## config.mk

```make
export PLATFORM = sky130hd
export DESIGN_NAME = external_bus_stall_controller
export DESIGN_NICKNAME = d
export VERILOG_FILES = /design/src/stall_pkg.sv /design/src/stall_if.sv /design/src/stall_sequencer.sv /design/src/external_bus_stall_controller.sv
export SDC_FILE = /design/constraint.sdc
export NUM_CORES = 1
export LEC_CHECK = 0
export ABC_AREA = 1
export BUFFER_PORTS_ARGS = -buffer_cell sky130_fd_sc_hd__clkbuf_2
export CAP_MARGIN = 20
export CORE_UTILIZATION = 30
export CTS_BUF_LIST = sky130_fd_sc_hd__clkbuf_16
export CTS_CLUSTER_DIAMETER = 120
export CTS_CLUSTER_SIZE = 20
export DETAILED_ROUTE_END_ITERATION = 6
export HOLD_SLACK_MARGIN = 0.12
export SYNTH_ARGS = -nofsm -noshare
export SYNTH_HDL_FRONTEND = slang
export SYNTH_HIERARCHICAL = 1
export SYNTH_SLANG_ARGS = --single-unit
export TNS_END_PERCENT = 10
```

## constraint.sdc

```tcl
create_clock -name clk_i -period 1.4 [get_ports clk_i]
set_input_delay 0.14 -clock clk_i [delete_from_list [all_inputs] [get_ports clk_i]]
set_output_delay 0.14 -clock clk_i [all_outputs]
set_load 0.02 [all_outputs]
```

## src/stall_pkg.sv

```systemverilog
`default_nettype none
package stall_pkg;
    // ========================================
    // Register map
    localparam logic [31:0] CFG_OFFSET = 32'h0000_0000;
    localparam int CLK_HALVE_BIT = 5;
    localparam int RSV4_BIT = 4;
    localparam int MODE_HI = 3;
    localparam int MODE_LO = 2;
    localparam int COUNT_HI = 1;
    localparam int COUNT_LO = 0;
    localparam int STORED_W = 6;
    localparam logic [7:0] CFG_RESET = 8'hC8;
    localparam logic [1:0] RSV_TOP_READ = 2'h3;
    localparam logic [1:0] COUNT_ONE = 2'h1;
    localparam logic [1:0] COUNT_ZERO = 2'h0;

    // ========================================
    // Bus answers
    localparam logic [1:0] RESP_OKAY = 2'h0;
    localparam logic [1:0] RESP_SLVERR = 2'h2;

    // ========================================
    // Types
    typedef enum logic [1:0] {
        MODE_PROG = 2'b00,
        MODE_NONE = 2'b01,
        MODE_PIN_EXT = 2'b10,
        MODE_PIN_TRIG = 2'b11
    } stall_mode_t;

    typedef enum logic [2:0] {
        ST_IDLE,
        ST_T1,
        ST_T2,
        ST_STALL,
        ST_T3
    } bus_state_t;
endpackage
`default_nettype wire

```

## src/stall_if.sv

```systemverilog
`timescale 1ns/1ns
`default_nettype none
interface stall_if;
    stall_pkg::stall_mode_t mode;
    logic [1:0] count;
    logic req_low;
    logic cyc_start;
    logic cyc_ext;
    stall_pkg::bus_state_t state;
    logic in_stall;
    logic cyc_done;

    modport ctrl (
        output mode, count, req_low, cyc_start, cyc_ext,
        input state, in_stall, cyc_done
    );
    modport seq (
        input mode, count, req_low, cyc_start, cyc_ext,
        output state, in_stall, cyc_done
    );
endinterface
`default_nettype wire

```

## src/stall_sequencer.sv

```systemverilog
`timescale 1ns/1ns
`default_nettype none
module stall_sequencer (
    // Clock and reset
    input wire logic clk_i,
    input wire logic rstn_i,
    // Link to the configuration side
    stall_if.seq bus
);
    import stall_pkg::*;

    bus_state_t next_state;
    logic [1:0] remaining;
    logic [1:0] next_remaining;
    logic ext_q;
    logic extend_q;

    // ========================================
    // Bus-cycle sequencing
    always_comb begin
        next_state = bus.state;
        next_remaining = remaining;
        case (bus.state)
            ST_IDLE: begin
                if (bus.cyc_start) begin
                    next_state = ST_T1;
                end
            end
            ST_T1: begin
                next_state = ST_T2;
            end
            ST_T2: begin
                next_state = ST_T3;
                if (ext_q) begin
                    case (bus.mode)
                        MODE_PROG: begin
                            if (bus.count != COUNT_ZERO) begin
                                next_state = ST_STALL;
                                next_remaining = bus.count;
                            end
                        end
                        MODE_PIN_EXT: begin
                            if (bus.count != COUNT_ZERO) begin
                                next_state = ST_STALL;
                                next_remaining = bus.count;
                            end else if (bus.req_low) begin
                                next_state = ST_STALL;
                                next_remaining = COUNT_ONE;
                            end
                        end
                        MODE_PIN_TRIG: begin
                            if (bus.req_low && bus.count != COUNT_ZERO) begin
                                next_state = ST_STALL;
                                next_remaining = bus.count;
                            end
                        end
                        default: begin
                            next_state = ST_T3;
                        end
                    endcase
                end
            end
            ST_STALL: begin
                if (remaining == COUNT_ONE) begin
                    // The pin only prolongs the last stall state, so a late request cannot shorten a cycle.
                    if (!(extend_q && bus.req_low)) begin
                        next_state = ST_T3;
                    end
                end else begin
                    next_remaining = remaining - COUNT_ONE;
                end
            end
            ST_T3: begin
                next_state = bus.cyc_start ? ST_T1 : ST_IDLE;
            end
            default: begin
                next_state = ST_IDLE;
            end
        endcase
    end

    always_ff @(posedge clk_i or negedge rstn_i) begin
        if (!rstn_i) begin
            bus.state <= ST_IDLE;
            bus.in_stall <= 1'b0;
            bus.cyc_done <= 1'b0;
            remaining <= COUNT_ZERO;
        end else begin
            bus.state <= next_state;
            bus.in_stall <= (next_state == ST_STALL);
            bus.cyc_done <= (next_state == ST_T3);
            remaining <= next_remaining;
        end
    end

    always_ff @(posedge clk_i or negedge rstn_i) begin
        if (!rstn_i) begin
            ext_q <= 1'b0;
            extend_q <= 1'b0;
        end else begin
            if (next_state == ST_T1) begin
                ext_q <= bus.cyc_ext;
            end
            if (bus.state == ST_T2) begin
                extend_q <= (bus.mode == MODE_PIN_EXT);
            end
        end
    end
endmodule
`default_nettype wire

```

## src/external_bus_stall_controller.sv

```systemverilog
// Function
// - The configuration register loads C8 hex on reset and during hardware standby and keeps its value in software standby.
// - The top two register bits ignore writes and always read as one.
// - Bit 4 is a plain read/write storage bit that resets to zero.
// - Mode field bits 3:2 select 00 programmable, 01 no stalls, 10 pin-extended (reset), 11 pin-triggered.
// - Count field bits 1:0 gives zero to three stall states and resets to zero.
// - Programmable mode inserts exactly the counted stall states in every external access and ignores the pin.
// - Pin-extended mode inserts the counted states and keeps adding states while the pin is low in the last one.
// - Pin-triggered mode samples the pin in bus state two and, if low, inserts exactly the counted states.
// - The clock-halving bit gives the peripheral clock at full rate when zero and at half rate when one.
//
// Decided for this implementation: the AXI4-Lite interface to the registers and the address map.
`timescale 1ns/1ns
`default_nettype none
module external_bus_stall_controller #(
    parameter int ADDR_W = 12
) (
    // Clock and reset
    input wire logic clk_i,
    input wire logic rstn_i,
    // AXI4-Lite write channels
    input wire logic [ADDR_W-1:0] s_axi_awaddr_i,
    input wire logic s_axi_awvalid_i,
    output logic s_axi_awready_o,
    input wire logic [31:0] s_axi_wdata_i,
    input wire logic [3:0] s_axi_wstrb_i,
    input wire logic s_axi_wvalid_i,
    output logic s_axi_wready_o,
    output logic [1:0] s_axi_bresp_o,
    output logic s_axi_bvalid_o,
    input wire logic s_axi_bready_i,
    // AXI4-Lite read channels
    input wire logic [ADDR_W-1:0] s_axi_araddr_i,
    input wire logic s_axi_arvalid_i,
    output logic s_axi_arready_o,
    output logic [31:0] s_axi_rdata_o,
    output logic [1:0] s_axi_rresp_o,
    output logic s_axi_rvalid_o,
    input wire logic s_axi_rready_i,
    // Power states
    input wire logic hw_standby_i,
    input wire logic sw_standby_i,
    // CPU bus cycle
    input wire logic cyc_start_i,
    input wire logic cyc_ext_i,
    // External stall request
    input wire logic stall_req_n_i,
    // Bus state and peripheral clock
    output var stall_pkg::bus_state_t bus_state_o,
    output logic stall_o,
    output logic cyc_done_o,
    output logic periph_clk_en_o
);
    import stall_pkg::*;

    generate
        if (ADDR_W < 3 || ADDR_W > 32) begin : g_bad_addr_w
            $error("ADDR_W must lie between 3 and 32");
        end
    endgenerate

    stall_if link ();

    logic [STORED_W-1:0] cfg;
    logic [7:0] cfg_rd;
    logic aw_hold;
    logic w_hold;
    logic [ADDR_W-1:0] aw_addr_q;
    logic [31:0] w_data_q;
    logic [3:0] w_strb_q;
    logic write_go;
    logic write_hit;
    logic write_fire;
    logic read_hit;
    logic req_sync1;
    logic req_sync2;

    // ========================================
    // AXI4-Lite write path
    // Address and data may arrive in either order; each is parked until its partner shows up.
    assign write_go = aw_hold && w_hold && !s_axi_bvalid_o;
    assign write_hit = (aw_addr_q[ADDR_W-1:2] == CFG_OFFSET[ADDR_W-1:2]);
    assign write_fire = write_go && write_hit && w_strb_q[0];

    always_ff @(posedge clk_i or negedge rstn_i) begin
        if (!rstn_i) begin
            aw_hold <= 1'b0;
            aw_addr_q <= '0;
            s_axi_awready_o <= 1'b0;
        end else begin
            if (s_axi_awvalid_i && s_axi_awready_o) begin
                aw_hold <= 1'b1;
                aw_addr_q <= s_axi_awaddr_i;
                s_axi_awready_o <= 1'b0;
            end else if (write_go) begin
                aw_hold <= 1'b0;
            end else if (!aw_hold && !s_axi_bvalid_o) begin
                s_axi_awready_o <= 1'b1;
            end
        end
    end

    always_ff @(posedge clk_i or negedge rstn_i) begin
        if (!rstn_i) begin
            w_hold <= 1'b0;
            w_data_q <= '0;
            w_strb_q <= '0;
            s_axi_wready_o <= 1'b0;
        end else begin
            if (s_axi_wvalid_i && s_axi_wready_o) begin
                w_hold <= 1'b1;
                w_data_q <= s_axi_wdata_i;
                w_strb_q <= s_axi_wstrb_i;
                s_axi_wready_o <= 1'b0;
            end else if (write_go) begin
                w_hold <= 1'b0;
            end else if (!w_hold && !s_axi_bvalid_o) begin
                s_axi_wready_o <= 1'b1;
            end
        end
    end

    always_ff @(posedge clk_i or negedge rstn_i) begin
        if (!rstn_i) begin
            s_axi_bvalid_o <= 1'b0;
            s_axi_bresp_o <= RESP_OKAY;
        end else begin
            if (write_go) begin
                s_axi_bvalid_o <= 1'b1;
                s_axi_bresp_o <= write_hit ? RESP_OKAY : RESP_SLVERR;
            end else if (s_axi_bready_i) begin
                s_axi_bvalid_o <= 1'b0;
            end
        end
    end

    // ========================================
    // Configuration register
    // Hardware standby overrides a write in the same cycle; software standby has no path here at all.
    always_ff @(posedge clk_i or negedge rstn_i) begin
        if (!rstn_i) begin
            cfg <= CFG_RESET[STORED_W-1:0];
        end else if (hw_standby_i) begin
            cfg <= CFG_RESET[STORED_W-1:0];
        end else if (write_fire) begin
            cfg <= w_data_q[STORED_W-1:0];
        end
    end

    assign cfg_rd = {RSV_TOP_READ, cfg};

    // ========================================
    // AXI4-Lite read path
    assign read_hit = (s_axi_araddr_i[ADDR_W-1:2] == CFG_OFFSET[ADDR_W-1:2]);

    always_ff @(posedge clk_i or negedge rstn_i) begin
        if (!rstn_i) begin
            s_axi_arready_o <= 1'b0;
            s_axi_rvalid_o <= 1'b0;
            s_axi_rdata_o <= '0;
            s_axi_rresp_o <= RESP_OKAY;
        end else begin
            if (s_axi_arvalid_i && s_axi_arready_o) begin
                s_axi_arready_o <= 1'b0;
                s_axi_rvalid_o <= 1'b1;
                s_axi_rdata_o <= read_hit ? {24'h00_0000, cfg_rd} : 32'h0000_0000;
                s_axi_rresp_o <= read_hit ? RESP_OKAY : RESP_SLVERR;
            end else if (s_axi_rvalid_o) begin
                if (s_axi_rready_i) begin
                    s_axi_rvalid_o <= 1'b0;
                end
            end else begin
                s_axi_arready_o <= 1'b1;
            end
        end
    end

    // ========================================
    // Stall request synchroniser
    // Two stages cost two cycles of pin latency; the far side must assert the request that early.
    always_ff @(posedge clk_i or negedge rstn_i) begin
        if (!rstn_i) begin
            req_sync1 <= 1'b1;
            req_sync2 <= 1'b1;
        end else begin
            req_sync1 <= stall_req_n_i;
            req_sync2 <= req_sync1;
        end
    end

    // ========================================
    // Sequencer hookup
    assign link.mode = stall_mode_t'(cfg[MODE_HI:MODE_LO]);
    assign link.count = cfg[COUNT_HI:COUNT_LO];
    assign link.req_low = !req_sync2;
    assign link.cyc_start = cyc_start_i;
    assign link.cyc_ext = cyc_ext_i;

    stall_sequencer u_seq (
        .clk_i(clk_i),
        .rstn_i(rstn_i),
        .bus(link.seq)
    );

    assign bus_state_o = link.state;
    assign stall_o = link.in_stall;
    assign cyc_done_o = link.cyc_done;

    // ========================================
    // Peripheral clock enable
    always_ff @(posedge clk_i or negedge rstn_i) begin
        if (!rstn_i) begin
            periph_clk_en_o <= 1'b1;
        end else if (cfg[CLK_HALVE_BIT]) begin
            periph_clk_en_o <= !periph_clk_en_o;
        end else begin
            periph_clk_en_o <= 1'b1;
        end
    end
endmodule
`default_nettype wire

```

==> results of run 1 <==
-- cells in the mapped netlist --
cell type,count
nor3_4,1
inv_1,19
o21ai_0,10
conb_1,1
inv_2,6
dfstp_2,4
dfrtp_1,47
nor2_2,4
buf_2,3
buf_4,27
nand3b_1,6
nand3_1,18
nand2_1,107
nor2_1,19
nand4_1,5
nand2_2,7
nor2_4,4
or2_4,1
ha_1,5
nor4_4,1
o21ai_1,1
a21oi_1,8
nand3_2,1
nand3_4,1
-- report_power, final --
group / internal [mW] / total (mW) / switching (mW)
clock: 0.673 / 1.22 / 0.551
sequential: 1.95 / 2.29 / 0.340
combinational: 0.705 / 1.94 / 1.23
-- how the worst min path moves through the flow --
| stage | from | end | slack (ps) | cells after the start |
|---|---|---|---|---|
| 2_1_floorplan | rstn_i | aw_addr_q[10]$_DFFE_PN0P_ | -160 | 0 |
| 3_3_place_gp | rstn_i | s_axi_rdata_o[0]$_DFFE_PN0P_ | 140 | 2 |
| 3_5_place_dp | rstn_i | s_axi_rdata_o[3]$_DFFE_PN0P_ | 140 | 2 |
| 4_1_cts | cyc_start_i | u_seq/ext_q$_DFFE_PN0N_ | 140 | 3 |
| 5_1_grt | cyc_start_i | u_seq/ext_q$_DFFE_PN0N_ | 170 | 3 |
| 6_report | cyc_start_i | u_seq/ext_q$_DFFE_PN0N_ | 150 | 3 |
-- final cells by class --
| class | instances | area (um2) | area share [%] |
|---|---|---|---|
| flip-flops and latches | 51 | 1280 | 37.9 |
| clock inverters | 3 | 22.5 | 0.665 |
| inverters | 25 | 96.3 | 2.84 |
| multi-input cells | 225 | 1170 | 34.6 |
| well taps | 105 | 131 | 3.88 |
| repair buffers | 86 | 559 | 16.5 |
| clock buffers | 5 | 125 | 3.69 |
-- metrics by stage --
| stage | setup TNS (ps) | power (mW) | hold WS, ps |
|---|---|---|---|
| after floorplan | 0 | 3.64 | -156 |
| after global placement | -135 | 4.07 | 145 |
| after detailed placement | -259 | 4.12 | 145 |
| after CTS | -4.96 | 5.47 | 144 |
| after global routing | -98.5 | 5.88 | 171 |
| final | 0 | 5.45 | 149 |
-- repair_timing --
action / in CTS / in global routing
resized for setup: 13 / 12
pin swaps: 7 / 5
setup endpoints to repair: 4 / 4
endpoints found under the hold margin: 69 / 0
hold buffers: 22 / 0
setup buffers: 0 / 0
-- routing by layer --
| layer | share of wire, % | vias up | GRT usage, % |
|---|---|---|---|
| li1 | - | 1087 | - |
| met1 | 47 | 970 | 16.2 |
| met2 | 47 | 60 | 20.4 |
| met3 | 4.6 | 5 | 2.66 |
| met4 | 1.7 | 0 | 5.30 |
| met5 | 0 | - | 0 |
-- logic make-up (layout without fill, tap and decap cells) --
kind of cell    after synthesis  in the layout  share of synthesized area (%)
fa+ha+maj                     5              5                           2.42
compound gates               19             19                           3.68
simple gates                175            175                           32.0
buf+inv                      55            119                           12.1
other cells                   1             26                          0.145
flops                        51             51                           49.6
-- worst max-delay path, stage by stage (launching register included) --
cell     delay, ps
dfstp_2        570
buf_6          120
ha_4           130
a21oi_2         60
o21ai_2        130
nand2_2         90
nand2_2         90
nand2_2         50
nor2_2          70
-- sequential cells by signal, summed over array words and instances, names as in the netlist, 2 cells and up --
| name | flops |
|---|---|
| aw_addr_q | 10 |
| u_seq/bus.state | 3 |
| w_data_q | 6 |
| s_axi_rdata_o | 7 |
| cfg | 6 |
| u_seq/remaining | 2 |
==> impl_metrics.tcl, run 1 <==
set metrics [dict create \
    timing.rr.start "cfg[3]$_DFFE_PN1P_" \
    endpoint_kind "flip-flop" \
    synth_top_cell_by_area "dfrtp_1" \
    num_vias 2122 \
    power.density_nw_per_um2 1610 \
    finalHoldViolCount 0 \
    ys_top_cells_by_area "dfrtp_1 46%, nand2_1 16%, buf_4 7.9%" \
    r2r.worst_path.cells 8 \
    insertion_delay_ps 290 \
    final_area_um2 3390 \
    dr.first_iter.drc_count 99 \
    placedCellCount 470 \
    antenna_found_initial 0 \
    drive_gt1_share_pct 30.1 \
    period_share_pct 98.1 \
    fp.dieW_um 94.8 \
    grt_max_degree 31 \
    final_antenna_net_count 0 \
    ys_seq_elements 51 \
    criticalPathCategory "reg -> reg" \
    start_kind "flip-flop" \
    grt_pass1_vias 1934 \
    final_core_util_pct 41.0 \
    post-route-min-period_ps 1370 \
    cp.required_ps 1620 \
    synth_area_um2 2580 \
    maxCapViolations 0 \
    setup_viol 0 \
    final_cell_mix "104 x nand2_1, 58 x clkbuf_2, 46 x dfrtp_1" \
    ir_worst_vdd_v 0.000766 \
    grt_first_pass_wirelength_um 8880 \
    clock_skew_ps 6.76 \
    rsz0062_at_grt "true" \
    root_buffer "clkbuf_16" \
    wire_per_inst_um 10.2 \
    grt_overflow 0 \
    instances_no_fill 500 \
    place_area_um2 2920 \
    arrival_ps 1600 \
    drv_slew 0 \
    gp_congestion 0.779 \
    mostFrequentLayoutCell "nand2_1" \
    critPathLaunch "cfg[3]$_DFFE_PN1P_" \
    hold_class "in -> reg" \
    ff2ff_setup_slack_ps 30 \
    core_area_um2 8260 \
    syn_to_final_growth_pct 31.3 \
    ys_types 24 \
    portBuffers 58 \
    num_antenna_cells 0 \
    nNetsFinal 471 \
    p_leak_nw 1.76 \
    fmax_mhz 728 \
    fillers 856 \
    dieArea_um2 8980 \
    rows 33 \
    clk_pin_slew_ps 70 \
    clkSinkCount 51 \
    synthCells 306 \
    routed_via_density 4.24 \
    fin_ws_ps 26.3 \
    dr.pass1.iters 4 \
    dpl.hpwl_um 3780 \
    ios 119 \
    place_ws_ps -80.9 \
    cts_buffers 5 \
    crit_path_max_fanout 3 \
    syn_area_per_cell_um2 8.44 \
    setup.worst_path.end "u_seq/bus.in_stall$_DFF_PN0_" \
    drc 0 \
    r2r_end "u_seq/bus.in_stall$_DFF_PN0_" \
    drt-total-wl_um 5120 \
    cts_max_level 2 \
    initial_core_util_pct 31.3 \
    synth-seq-area-share_pct 49.6 \
    cts_tree "built" \
    grtUsageTotal_pct 12.6 \
    die_y_um 94.8 \
    yosys_warnings 6 \
    clk_path_buf_depth 2 \
    synth_top_area_share_pct 45.6 \
    outcome "completed" \
]
No activity file was read; power rests on OpenSTA's default activity.
==> run 2, diff against run 1 <==
--- a/config.mk
+++ b/config.mk
@@ -13,6 +13,7 @@
 export CTS_CLUSTER_DIAMETER = 120
 export CTS_CLUSTER_SIZE = 20
 export DETAILED_ROUTE_END_ITERATION = 6
+export GPL_TIMING_DRIVEN = 0
 export HOLD_SLACK_MARGIN = 0.12
 export SYNTH_ARGS = -nofsm -noshare
 export SYNTH_HDL_FRONTEND = slang
==> run 2 against run 1 <==
Global-route usage about the same. Final cell count up 5.6%. Worst hold slack worse by 21 ps. Setup slack worse by 19 ps. Core utilization up 2.2 points. Critical path depth unchanged. Maximum frequency down 1.4%. Clock power about the same. Sequential power about the same. Die area unchanged. Critical endpoint is now u_seq/remaining[0]$_DFFE_PN0P_.
==> impl_metrics.tcl, run 2 (synthesis gave the netlist of run 1 again) <==
set metrics [dict create \
    rows 33 \
    clock_skew_ps 6.82 \
    whs_ps 128 \
    critPathLaunch "cfg[3]$_DFFE_PN1P_" \
    drv_slew 0 \
    dpl.hpwl_um 3870 \
    setup.worst_path.end "u_seq/remaining[0]$_DFFE_PN0P_" \
    fillers 835 \
    final_core_util_pct 43.2 \
    crit_path_max_fanout 4 \
    worst_pin_slew_ps 588 \
    finalHoldViolCount 0 \
    ios 119 \
    dieArea_um2 8980 \
    arrival_ps 1570 \
    setup_viol 0 \
    cts_max_level 2 \
    gp_congestion 0.782 \
    criticalPathCategory "reg -> reg" \
    outcome "completed" \
    nNetsFinal 499 \
    hold_class "in -> reg" \
    start_kind "flip-flop" \
    post-route-min-period_ps 1390 \
    maxSlewHeadroom_pct 60.8 \
    maxCapViolations 0 \
    endpoint_kind "flip-flop" \
    grt_overflow 0 \
    largest_reg_flops 10 \
    grt_max_degree 31 \
    core_area_um2 8260 \
    insertion_delay_ps 290 \
    dr.pass1.iters 4 \
    grt_pass1_vias 2009 \
    cp.required_ps 1580 \
    drc 0 \
    largestRegisters "aw_addr_q x10, s_axi_rdata_o x7" \
    final_antenna_net_count 0 \
    ir_worst_vdd_v 0.000765 \
    num_vias 2169 \
    r2r_end "u_seq/remaining[0]$_DFFE_PN0P_" \
    syn_to_final_growth_pct 38.2 \
    routed_via_density 4.11 \
    cts_buffers 5 \
    initial_core_util_pct 31.3 \
    portBuffers 58 \
    top_register "aw_addr_q" \
    clkSinkCount 51 \
    mostFrequentLayoutCell "nand2_1" \
    grtUsageTotal_pct 12.6 \
    num_antenna_cells 0 \
    antenna_found_initial 0 \
    period_share_pct 99.5 \
    r2r.worst_path.cells 8 \
    final_cell_mix "105 x nand2_1, 58 x clkbuf_2, 46 x dfrtp_1" \
    grt_first_pass_wirelength_um 9030 \
    dr.first_iter.drc_count 103 \
    die_y_um 94.8 \
    drive_gt1_share_pct 34.0 \
    power.density_nw_per_um2 1540 \
    ff2ff_setup_slack_ps 7 \
    fp.dieW_um 94.8 \
    drt-total-wl_um 5100 \
    wire_per_inst_um 9.66 \
    final.setup.tns_ps 0 \
    rsz0062_at_grt "true" \
    clk_pin_slew_ps 70 \
    clk_path_buf_depth 2 \
    root_buffer "clkbuf_16" \
    fmax_mhz 718 \
    p_leak_nw 1.90 \
    timing.rr.start "cfg[3]$_DFFE_PN1P_" \
    cts_tree "built" \
]
[run 2: cell types whose count changed in the layout (fill, tap and decap cells not counted), sizes merged]
cell	previous run	this run
buf	6	34
clkinvlp	0	1
clkinv	1	2
inv	27	25
[run 2: critical path, cell delays in order, from the launching register on]
cell and delay (ps):
dfstp_2 550, inv_2 40, ha_2 180, a21oi_2 140
nand3_2 120, nand2_4 100, nand2_2 50, nand2_1 50
nand2_1 40
[run 2: layout make-up]
class	instances	area, um2	share of cell area, %
Sequential cell	51	1280	35.9
Multi-Input combinational cell	225	1140	31.9
Timing Repair Buffer	84	553	15.5
Buffer	30	218	6.10
Tap cell	105	131	3.68
Clock buffer	5	125	3.51
Inverter	25	93.8	2.63
Clock inverter	3	25.0	0.701
[run 2: worst min-delay path by stage]
stage                     from                      endpoint  slack [ps]  cells past startpoint
3_3_place_gp     stall_req_n_i           req_sync1$_DFF_PN1_         230                      1
6_report       s_axi_awvalid_i     aw_addr_q[11]$_DFFE_PN0P_         130                      4
2_1_floorplan           rstn_i     aw_addr_q[10]$_DFFE_PN0P_        -160                      0
5_1_grt        s_axi_awvalid_i     aw_addr_q[11]$_DFFE_PN0P_         150                      4
4_1_cts        s_axi_awvalid_i     aw_addr_q[11]$_DFFE_PN0P_         120                      4
3_5_place_dp            rstn_i  u_seq/bus.in_stall$_DFF_PN0_         180                      1
[run 2: where the power goes]
group	switching [mW]	internal, mW	total (mW)
Clock	0.543	0.669	1.21
Sequential	0.335	1.95	2.28
Combinational	1.24	0.759	1.99
[run 2: layer usage]
metal  up-vias  track usage (%)  wire length [um]  share of wire [%]
met5         -                0                 0                  0
met4         0             4.17                46               0.90
met3         2             1.69               264                5.2
met2        60             21.8              2480                 49
met1       969             16.1              2310                 45
li1       1138                -                 -                  -
[run 2: what timing repair did]
item	CTS	global route
pin swaps	6	7
setup endpoints to repair	5	6
hold buffers	22	0
endpoints found under the hold margin	41	0
resized for setup	13	5
setup buffers	3	0
[run 2: per-stage QoR]
stage | total power, mW | instances | cell area, um2 | setup slack (ps)
CTS | 5.55 | 528 | 3550 | -1.50
floorplan | 3.64 | 331 | 2680 | 8.46
global placement | 4.11 | 494 | 3100 | -100
global route | 5.94 | 528 | 3570 | -65.1
detailed placement | 4.17 | 495 | 3120 | -159
finish | 5.49 | 528 | 3570 | 7.01
==> run 3, diff against run 2 <==
--- a/config.mk
+++ b/config.mk
@@ -8,6 +8,7 @@
 export ABC_AREA = 1
 export BUFFER_PORTS_ARGS = -buffer_cell sky130_fd_sc_hd__clkbuf_2
 export CAP_MARGIN = 20
+export CORE_MARGIN = 2
 export CORE_UTILIZATION = 30
 export CTS_BUF_LIST = sky130_fd_sc_hd__clkbuf_16
 export CTS_CLUSTER_DIAMETER = 120
==> constraint.sdc (replaced) <==
create_clock -name clk_i -period 1.4 [get_ports clk_i]
set_input_delay 0.07 -clock clk_i [delete_from_list [all_inputs] [get_ports clk_i]]
set_output_delay 0.07 -clock clk_i [all_outputs]
set_load 0.02 [all_outputs]
==> run 3 against run 2 <==
The run now ends with setup timing left. First-iteration DRC count is 35% lower. Global-route usage is 0.26 points lower. Flip-flop and latch count is the same. Critical endpoint is now u_seq/bus.in_stall$_DFF_PN0_. Register-to-register slack worse by 30 ps. Core utilization grew 1.1 points. Largest power group unchanged.
==> impl_metrics.tcl, run 3 (synthesis gave the netlist of run 1 again) <==
set metrics [dict create \
    fmax_mhz 703 \
    drt-total-wl_um 5490 \
    start_kind "flip-flop" \
    wire_per_inst_um 10.2 \
    gp_congestion 0.764 \
    cts_buffers 5 \
    dieArea_um2 9360 \
    insertion_delay_ps 290 \
    grt_max_degree 36 \
    routed_via_density 4.21 \
    dpl.hpwl_um 3900 \
    outcome "finished, violations left" \
    fin_ws_ps -23.0 \
    drc 0 \
    num_vias 2260 \
    period_share_pct 102 \
    grt_overflow 0 \
    dr.pass1.iters 4 \
    root_buffer "clkbuf_16" \
    clock_skew_ps 6.74 \
    path_cells "inv_2, ha_4, nor2_2, nand2_1, nor2_2, nand2_2, nand2_2, nand2_2, nor2_2" \
    hold_class "in -> reg" \
    power.density_nw_per_um2 1520 \
    cts_tree "built" \
    final_core_util_pct 44.3 \
    clkSinkCount 51 \
    final_antenna_net_count 0 \
    portBuffers 58 \
    dr.first_iter.drc_count 67 \
    post-route-min-period_ps 1420 \
    clk_pin_slew_ps 70 \
    path_buf_inv 1 \
    fp.dieW_um 96.8 \
    drive_gt1_share_pct 33.8 \
    grtUsageTotal_pct 12.3 \
    fillers 852 \
    largestRegisters "aw_addr_q x10, s_axi_rdata_o x7" \
    p_leak_nw 1.95 \
    rows 33 \
    whs_ps 145 \
    die_y_um 96.8 \
    final_area_um2 3680 \
    crit_path_max_fanout 4 \
    largest_reg_flops 10 \
    ios 119 \
    grt_pass1_vias 2238 \
    criticalPathCategory "reg -> reg" \
    endpoint_kind "flip-flop" \
    clk_path_buf_depth 2 \
    top_register "aw_addr_q" \
    final_cell_mix "104 x nand2_1, 58 x clkbuf_2, 46 x dfrtp_1" \
    ir_worst_vdd_v 0.000918 \
    syn_to_final_growth_pct 42.6 \
    initial_core_util_pct 31.1 \
    core_area_um2 8300 \
    mostFrequentLayoutCell "nand2_1" \
    violations "setup timing" \
    drv_slew 0 \
    cpMaxStageDelayCell "dfstp_2" \
    finalHoldViolCount 0 \
    num_antenna_cells 0 \
    arrival_ps 1650 \
    maxCapViolations 0 \
    path_delay_family "flip-flops" \
    cts_max_level 2 \
    cp_slowest_stage_delay_ps 570 \
    rsz0062_at_grt "true" \
    cp.required_ps 1620 \
    grt_first_pass_wirelength_um 9810 \
    nNetsFinal 508 \
    antenna_found_initial 0 \
    setup_viol 2 \
    place_area_um2 3120 \
]
==> run 3: metrics by stage <==
stage               std cells  worst slack, ps  TNS, ps  total power, mW
floorplan                 331             8.46        0             3.64
global placement          494            -92.6     -252             4.11
detailed placement        495             -136     -498             4.18
CTS                       536            -20.8    -55.3             5.63
global route              537             -110     -274             6.04
finish                    537            -23.0    -25.6             5.59
==> run 3: final timing paths <==
path | startpoint | endpoint | slack [ps] | cells past startpoint
min in group asynchronous | rstn_i | u_seq/bus.in_stall$_DFF_PN0_ | 260 | 2
worst min-delay path | s_axi_arvalid_i | s_axi_rvalid_o$_DFF_PN0_ | 150 | 3
worst min register to register | req_sync1$_DFF_PN1_ | req_sync2$_DFF_PN1_ | 360 | 0
max in group asynchronous | rstn_i | periph_clk_en_o$_DFF_PN1_ | 540 | 3
worst max-delay path | cfg[3]$_DFFE_PN1P_ | u_seq/bus.in_stall$_DFF_PN0_ | -20 | 9
worst max register to register | cfg[3]$_DFFE_PN1P_ | u_seq/bus.in_stall$_DFF_PN0_ | -20 | 9
==> run 3: report_power, final <==
part           internal (mW)  switching (mW)
sequential              1.95           0.333
clock                  0.682           0.562
combinational          0.796            1.27
==> run 3: repair_timing <==
action / CTS / global route
gates cloned: 0 / 0
setup endpoints to repair: 7 / 5
endpoints found under the hold margin: 77 / 0
setup buffers: 2 / 1
pin swaps: 7 / 3
hold buffers: 31 / 0
resized for setup: 18 / 3
==> run 3: per-layer routing <==
metal | GRT usage [%] | vias to the layer above | part of all wire [%]
met3 | 2.75 | 7 | 5.6
met5 | 0 | - | 0
li1 | - | 1161 | -
met4 | 4.55 | 0 | 1.5
met2 | 21.0 | 78 | 48
met1 | 15.3 | 1014 | 45
==> run 3: tightest hold or removal path, cell delays in order <==
cell	delay, ps
clkbuf_2	90
nand2_2	130
o21ai_0	110
==> run 3: final cells by class <==
class | instances | area [um2] | area share (%)
Clock inverter | 3 | 28.8 | 0.782
Sequential cell | 51 | 1280 | 34.9
Timing Repair Buffer | 93 | 643 | 17.5
Clock buffer | 5 | 125 | 3.40
Buffer | 30 | 218 | 5.92
Tap cell | 105 | 131 | 3.57
Inverter | 25 | 93.8 | 2.55
Multi-Input combinational cell | 225 | 1160 | 31.5
